## config.mk

```make
export PLATFORM = sky130hd
export DESIGN_NAME = thermal_trip_shutdown_latch
export DESIGN_NICKNAME = d
export VERILOG_FILES = /design/src/thermal_trip_pkg.sv /design/src/level_sync.sv /design/src/thermal_trip_shutdown_latch.sv
export VERILOG_INCLUDE_DIRS = /design/src
export SDC_FILE = /design/constraint.sdc
export NUM_CORES = 1
export LEC_CHECK = 0
export ABC_AREA = 1
export ABC_CLOCK_PERIOD_IN_PS = 5010
export BUFFER_PORTS_ARGS = -buffer_cell sky130_fd_sc_hd__buf_2
export CORE_MARGIN = 3
export CORE_UTILIZATION = 55
export DETAILED_ROUTE_END_ITERATION = 10
export GPL_TIMING_DRIVEN = 0
export PLACE_DENSITY_LB_ADDON = 0.12
export SYNTH_ARGS = -nofsm -noshare
export SYNTH_HDL_FRONTEND = slang
export SYNTH_SLANG_ARGS = --single-unit
```

## constraint.sdc

```tcl
create_clock -name sys_clk -period 5.01 [get_ports sys_clk]
set_clock_uncertainty 0.15 [all_clocks]
set_input_delay 1.2525 -clock sys_clk [delete_from_list [all_inputs] [get_ports sys_clk]]
set_output_delay 1.2525 -clock sys_clk [all_outputs]
set_load 0.03 [all_outputs]
```

## src/thermal_trip_params.svh

```systemverilog
// Purpose: Timing counts and reset values for the thermal trip latch
// Assumes: Included by bare name from the design files
// Notes: Every figure sits here once as a define
`ifndef THERMAL_TRIP_PARAMS_SVH
`define THERMAL_TRIP_PARAMS_SVH

// Nominal trip level of the on-die comparator, in degrees Celsius
`define TRIP_LEVEL_C 135

// Clock rate of sys_clk, in Hz
`define CLK_FREQ_HZ 100_000_000

// Longest time allowed for each rail to fall to half nominal, seconds
`define RAIL_OFF_TIME_S 5

// Rail fall window as clock cycles (longest time, rounded down)
`define RAIL_OFF_CYCLES (`RAIL_OFF_TIME_S * `CLK_FREQ_HZ)

// Width of the rail fall timer and of the trip counter
`define RAIL_TMR_W 32
`define TRIP_CNT_W 8

// Reset values of the timer and the counter, then the counter step and ceiling
`define RAIL_TMR_RST 32'h0000_0000
`define TRIP_CNT_RST 8'h00
`define TRIP_CNT_ONE 8'h01
`define TRIP_CNT_MAX 8'hFF

`endif

```

## src/thermal_trip_pkg.sv

```systemverilog
// Purpose: Types shared by the thermal trip latch
// Assumes: Nothing beyond the params header
// Notes: State codes are left to the tools
package thermal_trip_pkg;

  // Protection state of the trip latch
  typedef enum logic [1:0] {
    ST_RUN,
    ST_TRIPPED,
    ST_RAILS_OFF
  } trip_state_t;

endpackage

```

## src/level_sync.sv

```systemverilog
// Purpose: Two-stage synchroniser for one level
// Assumes: Async active-low reset, already released in step with clk
// Notes: The first stage feeds only the second stage
module level_sync
(
  input wire logic clk,
  input wire logic rst_n,
  input wire logic level_in,
  output logic level_out
);

  logic meta_r;
  logic meta_nxt;
  logic stable_r;
  logic stable_nxt;

  // Next values of both stages
  always_comb
  begin
    meta_nxt = level_in;
    stable_nxt = meta_r;
  end

  // Stage registers
  always_ff @(posedge clk or negedge rst_n)
  begin
    if (!rst_n)
    begin
      meta_r <= 1'b0;
      stable_r <= 1'b0;
    end
    else
    begin
      meta_r <= meta_nxt;
      stable_r <= stable_nxt;
    end
  end

  assign level_out = stable_r;

endmodule // level_sync

```

## src/thermal_trip_shutdown_latch.sv

```systemverilog
// Purpose: Over-temperature trip latch that halts the core
// Assumes: temp_over is the raw comparator flag, high above the trip level
// Assumes: cpu_reset_n is the processor system reset, sync to sys_clk
// Assumes: vcc_good and vtt_good are high while each rail is above half
// Notes: arst_n is power-on reset; release is synchronised here
// Notes: Power loss is seen through the two rail-good levels
`include "thermal_trip_params.svh"
module thermal_trip_shutdown_latch
  import thermal_trip_pkg::*;
#(
  parameter logic [`RAIL_TMR_W-1:0] RAIL_OFF_CYCLES =
    `RAIL_TMR_W'(`RAIL_OFF_CYCLES)
)
(
  input wire logic sys_clk,
  input wire logic arst_n,
  input wire logic temp_over,
  input wire logic cpu_reset_n,
  input wire logic vcc_good,
  input wire logic vtt_good,
  output logic over_temp_halt_n,
  output logic exec_halt,
  output logic rail_timeout,
  output logic [`TRIP_CNT_W-1:0] trip_count
);

  // Reset release synchroniser
  logic [1:0] rst_sync_r;
  logic rst_n;

  // Synchronised comparator flag
  logic temp_hot;

  // Protection state
  trip_state_t state_r;
  trip_state_t state_nxt;

  // Registered outputs
  logic halt_n_r;
  logic halt_n_nxt;
  logic exec_halt_r;
  logic exec_halt_nxt;
  logic rail_timeout_r;
  logic rail_timeout_nxt;

  // Rail fall timer and trip counter
  logic [`RAIL_TMR_W-1:0] rail_tmr_r;
  logic [`RAIL_TMR_W-1:0] rail_tmr_nxt;
  logic [`TRIP_CNT_W-1:0] trip_cnt_r;
  logic [`TRIP_CNT_W-1:0] trip_cnt_nxt;

  // Decoded conditions
  logic rails_up;
  logic rails_down;
  logic in_reset;
  logic trip_event;

  // Asynchronous assert, synchronous release of the reset
  always_ff @(posedge sys_clk or negedge arst_n)
  begin
    if (!arst_n)
    begin
      rst_sync_r <= 2'h0;
    end
    else
    begin
      rst_sync_r <= {rst_sync_r[0], 1'b1};
    end
  end

  assign rst_n = rst_sync_r[1];

  // Comparator flag brought into the clock domain
  level_sync u_temp_sync
  (
    .clk(sys_clk),
    .rst_n(rst_n),
    .level_in(temp_over),
    .level_out(temp_hot)
  );

  // Decoded supply and reset conditions
  assign rails_up = vcc_good && vtt_good;
  assign rails_down = !vcc_good && !vtt_good;
  assign in_reset = !cpu_reset_n;

  // Trip only counts while both rails are valid
  assign trip_event = (state_r == ST_RUN) && temp_hot && rails_up;

  // Protection state machine
  always_comb
  begin
    state_nxt = state_r;
    case (state_r)
      ST_RUN:
      begin
        if (trip_event)
        begin
          state_nxt = ST_TRIPPED;
        end
      end
      ST_TRIPPED:
      begin
        if (rails_down)
        begin
          state_nxt = ST_RAILS_OFF;
        end
        else if (in_reset && !temp_hot)
        begin
          state_nxt = ST_RUN;
        end
        else
        begin
          state_nxt = ST_TRIPPED;
        end
      end
      ST_RAILS_OFF:
      begin
        // Restart only on a reset with a cool die, never on power alone
        if (in_reset && !temp_hot)
        begin
          state_nxt = ST_RUN;
        end
      end
      default:
      begin
        state_nxt = ST_RUN;
      end
    endcase
  end

  // Output levels follow the next state so they change with it
  always_comb
  begin
    halt_n_nxt = 1'b1;
    exec_halt_nxt = 1'b0;
    case (state_nxt)
      ST_RUN:
      begin
        halt_n_nxt = 1'b1;
        exec_halt_nxt = 1'b0;
      end
      ST_TRIPPED:
      begin
        halt_n_nxt = 1'b0;
        exec_halt_nxt = 1'b1;
      end
      ST_RAILS_OFF:
      begin
        halt_n_nxt = 1'b1;
        exec_halt_nxt = 1'b1;
      end
      default:
      begin
        halt_n_nxt = 1'b1;
        exec_halt_nxt = 1'b0;
      end
    endcase
  end

  // Watch for rails that fail to fall inside the allowed window
  always_comb
  begin
    rail_tmr_nxt = rail_tmr_r;
    rail_timeout_nxt = rail_timeout_r;
    if (state_r != ST_TRIPPED)
    begin
      rail_tmr_nxt = `RAIL_TMR_RST;
      rail_timeout_nxt = 1'b0;
    end
    else if (rail_tmr_r >= RAIL_OFF_CYCLES - `RAIL_TMR_W'(1))
    begin
      rail_timeout_nxt = 1'b1;
    end
    else
    begin
      rail_tmr_nxt = rail_tmr_r + `RAIL_TMR_W'(1);
    end
  end

  // Saturating count of trips since power-on
  always_comb
  begin
    trip_cnt_nxt = trip_cnt_r;
    if (trip_event && (trip_cnt_r != `TRIP_CNT_MAX))
    begin
      trip_cnt_nxt = trip_cnt_r + `TRIP_CNT_ONE;
    end
  end

  // State and output registers
  always_ff @(posedge sys_clk or negedge rst_n)
  begin
    if (!rst_n)
    begin
      state_r <= ST_RUN;
      halt_n_r <= 1'b1;
      exec_halt_r <= 1'b0;
      rail_timeout_r <= 1'b0;
      rail_tmr_r <= `RAIL_TMR_RST;
      trip_cnt_r <= `TRIP_CNT_RST;
    end
    else
    begin
      state_r <= state_nxt;
      halt_n_r <= halt_n_nxt;
      exec_halt_r <= exec_halt_nxt;
      rail_timeout_r <= rail_timeout_nxt;
      rail_tmr_r <= rail_tmr_nxt;
      trip_cnt_r <= trip_cnt_nxt;
    end
  end

  // Outputs straight from flip-flops
  assign over_temp_halt_n = halt_n_r;
  assign exec_halt = exec_halt_r;
  assign rail_timeout = rail_timeout_r;
  assign trip_count = trip_cnt_r;

endmodule // thermal_trip_shutdown_latch

```

======== Yosys cells after proc, flatten, opt, wreduce, memory -nomap -nowiden ========
Cells that the tools add are included.
word-level totals
  register bits ........................... 49
  input port bits ......................... 6
operators by class
  add/sub/neg operators ................... 2
  $lt $le $gt $ge ......................... 1
  eq/ne operators ......................... 7
  multiplexer cells ....................... 11
  reduce and logical (&&, ||, !) cells .... 13
operator list
  operator                 number
  $mux W32                 2
  $add A32 B1 Y32 const B  1
  $ge A32 B29 Y1 const B   1
  $add A8 B1 Y8 const B    1
  $ne A8 B8 Y1 const B     1
  $logic_and A1 B1 Y1      6
  $mux W2                  3
  $pmux W2 S3              1
  $mux W1                  5
  $eq A2 B1 Y1 const B     2
  $eq A2 B2 Y1 const B     2
  $logic_not A1 Y1         4
  $logic_not A2 Y1         1
  $ne A2 B1 Y1 const B     1
  $ne A2 B2 Y1 const B     1
  $reduce_bool A2 Y1       1
  $reduce_or A2 Y1         1

======== Longest topological paths before layout ========
  depth in word-level cells ............... 8
  mapped depth ............................ 12
  gate-level depth less buffers ........... 11

======== By module ========
A second synthesis with hierarchy kept.
second synthesis, totals
  cell total of the unflattened synthesis .. 451
  area total of the unflattened synthesis .. 3,062.9 um^2
by module, submodules not included
  module                       instances  cells an instance  area an instance (um^2)
  thermal_trip_shutdown_latch  1          449                3,012.9
  level_sync                   1          2                  50.0

======== Worst setup path before layout ========
OpenSTA, ideal clock, no wires.
  path type ............................... input -> register
  from .................................... in vtt_good
  to ...................................... reg trip_cnt_r[2], in the netlist trip_count[2]
  library setup time ...................... 0.134 ns
  arrival ................................. 2.084 ns
  path slack .............................. 2.642 ns
  cell stages on the path ................. 6
  path through ............................ inv_1 > nor4_1 > nand2_1 > inv_1 > nand2_1 > xnor2_1
between the ends
  longest elaborated chain between the ends .. 3
RTL lines
  what                    RTL line                            RTL
  start: declaration      thermal_trip_shutdown_latch.sv:20   input wire logic vtt_good,
  $logic_and A1 B1 Y1     thermal_trip_shutdown_latch.sv:83   assign rails_up = vcc_good && vtt_good;
  $logic_and A1 B1 Y1     thermal_trip_shutdown_latch.sv:88   assign trip_event = (state_r == ST_RUN) && temp_hot && rails_up;
  $logic_and A1 B1 Y1     thermal_trip_shutdown_latch.sv:185  if (trip_event && (trip_cnt_r != `TRIP_CNT_MAX))
  end signal: assignment  thermal_trip_shutdown_latch.sv:201  trip_cnt_r <= `TRIP_CNT_RST;
  end signal: assignment  thermal_trip_shutdown_latch.sv:210  trip_cnt_r <= trip_cnt_nxt;
  end: declaration        thermal_trip_shutdown_latch.sv:49   logic [`TRIP_CNT_W-1:0] trip_cnt_r;
Every way passes these cells.
A chain may end at the register's enable or synchronous reset.

======== Worst setup path after layout ========
  from .................................... reg halt_n_r, in the netlist over_temp_halt_n
  to ...................................... out over_temp_halt_n
RTL lines
  what                      RTL line                            RTL
  start: declaration        thermal_trip_shutdown_latch.sv:39   logic halt_n_r;
  start signal: assignment  thermal_trip_shutdown_latch.sv:206  halt_n_r <= halt_n_nxt;
  end: declaration          thermal_trip_shutdown_latch.sv:21   output logic over_temp_halt_n,
No word-level cell between the ends.

==> impl_metrics.env <==
export IMPL_status="finished, final reports clean"
export IMPL_seqCellArea_um2=1230
export IMPL_grt_max_degree=39
export IMPL_rsz0062_at_grt="no"
export IMPL_ir_drop_mv=0.228
export IMPL_drtIter0Drc=235
export IMPL_synth_area_per_cell_um2=6.76
export IMPL_initial_core_util=0.586
export IMPL_hold_class="reg2async"
export IMPL_synth_distinct_cells=28
export IMPL_crit_chain="buf_2"
export IMPL_total_power_mw=0.930
export IMPL_start_kind="flop"
export IMPL_netlist_instances=454
export IMPL_arrival_ns=1.01
export IMPL_power_frac_comb=0.178
export IMPL_p_switching_mw=0.294
export IMPL_tritoncts="built"
export IMPL_synth_seq_area_share=0.400
export IMPL_cpLargestDelayFamily="flip-flops"
export IMPL_fill_cells=513
export IMPL_area_growth_pct=10.5
export IMPL_place_area_um2=3260
export IMPL_pwr_share_clk=0.334
export IMPL_die_area_um2=6510
export IMPL_routed_via_density=5.32
export IMPL_layout_drive_gt1_share=0.0896
export IMPL_p_int_mw=0.636
export IMPL_clock_path_buffers=2
export IMPL_multiInputGateArea_um2=1600
export IMPL_critical_path_class="reg2out"
export IMPL_gr_total_overflow=0
export IMPL_nets=488
export IMPL_swShare=0.316
export IMPL_grt_use_total=0.257
export IMPL_clock_sinks=49
export IMPL_drc_errors=0
export IMPL_fp_dieW_um=80.7
export IMPL_route_detailed_wl_per_inst_um=13.8
export IMPL_setup_viol=0
export IMPL_ios=17
export IMPL_syn_nets=463
export IMPL_grt_pass1_wl_mm=12.9
export IMPL_hold_viol=0
export IMPL_design_area_um2=3390
export IMPL_fin_crit_sh=0.481
export IMPL_yosys_warnings=0
export IMPL_cp_end_kind="output pin"
export IMPL_grt_pass1_vias=2769
export IMPL_coreArea_um2=5240
export IMPL_worst_pin_slew_ns=0.573
export IMPL_drt_total_wl_mm=7.58
export IMPL_place_congestion=0.947
export IMPL_worstPathMaxFanout=1
export IMPL_ys_ff_latch=49
export IMPL_cts_inserted_buffers=5
export IMPL_power_leakage_nw=1.74
export IMPL_slowest_stage="dfstp_2"
export IMPL_clk_pin_slew_ns=0.09
export IMPL_clock_latency_ns=0.31
export IMPL_ant_nets=0
export IMPL_h_tree_depth=2
export IMPL_preCtsSetupSlack_ns=2.33
export IMPL_cts_root_buf="clkbuf_8"
export IMPL_die_height_um=80.7
export IMPL_relSlewSlack=0.618
export IMPL_drv_slew=0
export IMPL_cap_viol_max_count=0
export IMPL_first_pass_iters=4
export IMPL_dp_final_hpwl_mm=5.75
export IMPL_rows=26
export IMPL_power_density_nw_per_um2=274
export IMPL_antenna_cells=0
export IMPL_seqPwrFrac=0.489
export IMPL_synth_area_um2=3070
export IMPL_vias=2924
export IMPL_antenna_found_initial=0
export IMPL_io_buffer_count=16
export IMPL_fin_setup_tns_ns=0
export IMPL_required_ns=3.61
export IMPL_max_freq_mhz=415
export IMPL_worst_slack_ns=2.60
export IMPL_cp_buffers_inverters=1
export IMPL_fin_crit_ns=2.41
export IMPL_holdWs_ns=0.111
export IMPL_worst_path_largest_cell_delay_ns=0.52
final cells by class:
cell class                 instances  share of cell area
multi-input combinational        346               0.471
sequential                        49               0.362
inverter                          47              0.0520
timing repair buffer              18              0.0325
tap                               70              0.0258
clock buffer                       6              0.0243
buffer                            12              0.0195
clock inverter                     2              0.0122
state kept, by name, indices dropped and copies added (netlist names):
signal / flops
exec_halt: 1
over_temp_halt_n: 1
rail_timeout: 1
rail_tmr_r: 32
rst_sync_r: 2
state_r: 2
trip_count: 8
u_temp_sync.level_out: 1
u_temp_sync.meta_r: 1
cell usage in the layout, fill, tap and decap left out, drive strengths merged:
cell and n:
o22ai 1, dfrtp 48, xor2 15, ha 3, nand2 166, dlygate4sd3 1, clkbuf 10, clkinv 2
buf 25, inv 46, o21ai 2, conb 1, nor3 2, nand4 19, xnor2 4, o21bai 3
nor2 77, bufinv 1, a21oi 1, dfstp 1, nand3 51, nor4 1
metrics by stage:
stage	instances	util
after CTS	550	0.648
after global placement	540	0.618
final	550	0.648
after global routing	550	0.648
after detailed placement	541	0.622
after floorplan	454	-
synth_stat cells (all sizes together):
| master | number | share of area |
|---|---|---|
| clkinv | 2 | 0.0024 |
| buf | 8 | 0.017 |
| nor2 | 77 | 0.098 |
| o22ai | 1 | 0.0020 |
| nor4 | 1 | 0.0020 |
| clkbuf | 4 | 0.0049 |
| dfrtp | 48 | 0.39 |
| o21bai | 3 | 0.0073 |
| a21oi | 1 | 0.0016 |
| o21ai | 2 | 0.0033 |
| ha | 3 | 0.012 |
| nor3 | 2 | 0.0033 |
| nand2 | 166 | 0.21 |
| xor2 | 15 | 0.043 |
| conb | 1 | 0.0012 |
| xnor2 | 4 | 0.011 |
| dfstp | 1 | 0.0086 |
| nand3 | 51 | 0.086 |
| nand4 | 19 | 0.039 |
| inv | 45 | 0.055 |
cells by family after synthesis:
kind of cell,Yosys count,synth area share
and+or+nand+nor,316,0.439
buffers and inverters,59,0.0791
DFF,49,0.400
xor gates and xnor gates,19,0.0542
AOI/OAI and AO/OA,7,0.0143
adders and majority gates,3,0.0122
other,1,0.00122
power groups by stage:
stage	registers (mW)	logic [mW]	clock network (mW)
5_1_grt	0.459	0.182	0.331
3_5_place_dp	0.462	0.166	0
6_report	0.454	0.165	0.310
4_1_cts	0.454	0.167	0.319
2_1_floorplan	0.509	0.0631	0
3_3_place_gp	0.467	0.154	0
layer usage:
layer	part of all wire	track usage	routed length, um
met2	0.47	0.422	3570
met1	0.45	0.344	3410
met3	0.051	0.0348	388
met5	0	0	0
met4	0.028	0.0963	210
path summary, 6_finish.rpt:
kind	from	end	slack [ns]	cells after the start
max	over_temp_halt_n	over_temp_halt_n	2.60	1
min	rst_sync_r[1]	over_temp_halt_n	0.11	0
max reg2reg	rail_tmr_r[0]	rail_tmr_r[20]	2.70	11
min reg2reg	rst_sync_r[1]	over_temp_halt_n	0.11	0
max in group asynchronous	rst_sync_r[1]	state_r[0]	3.80	1
min in group sys_clk	rst_sync_r[0]	rst_sync_r[1]	0.21	0
what timing repair did:
action	in CTS	in global routing
setup buffers	0	0
endpoints found under the hold margin	8	0
hold buffers	1	0
resized for setup	0	0
Note: power is estimated with default switching activity, not from simulation.
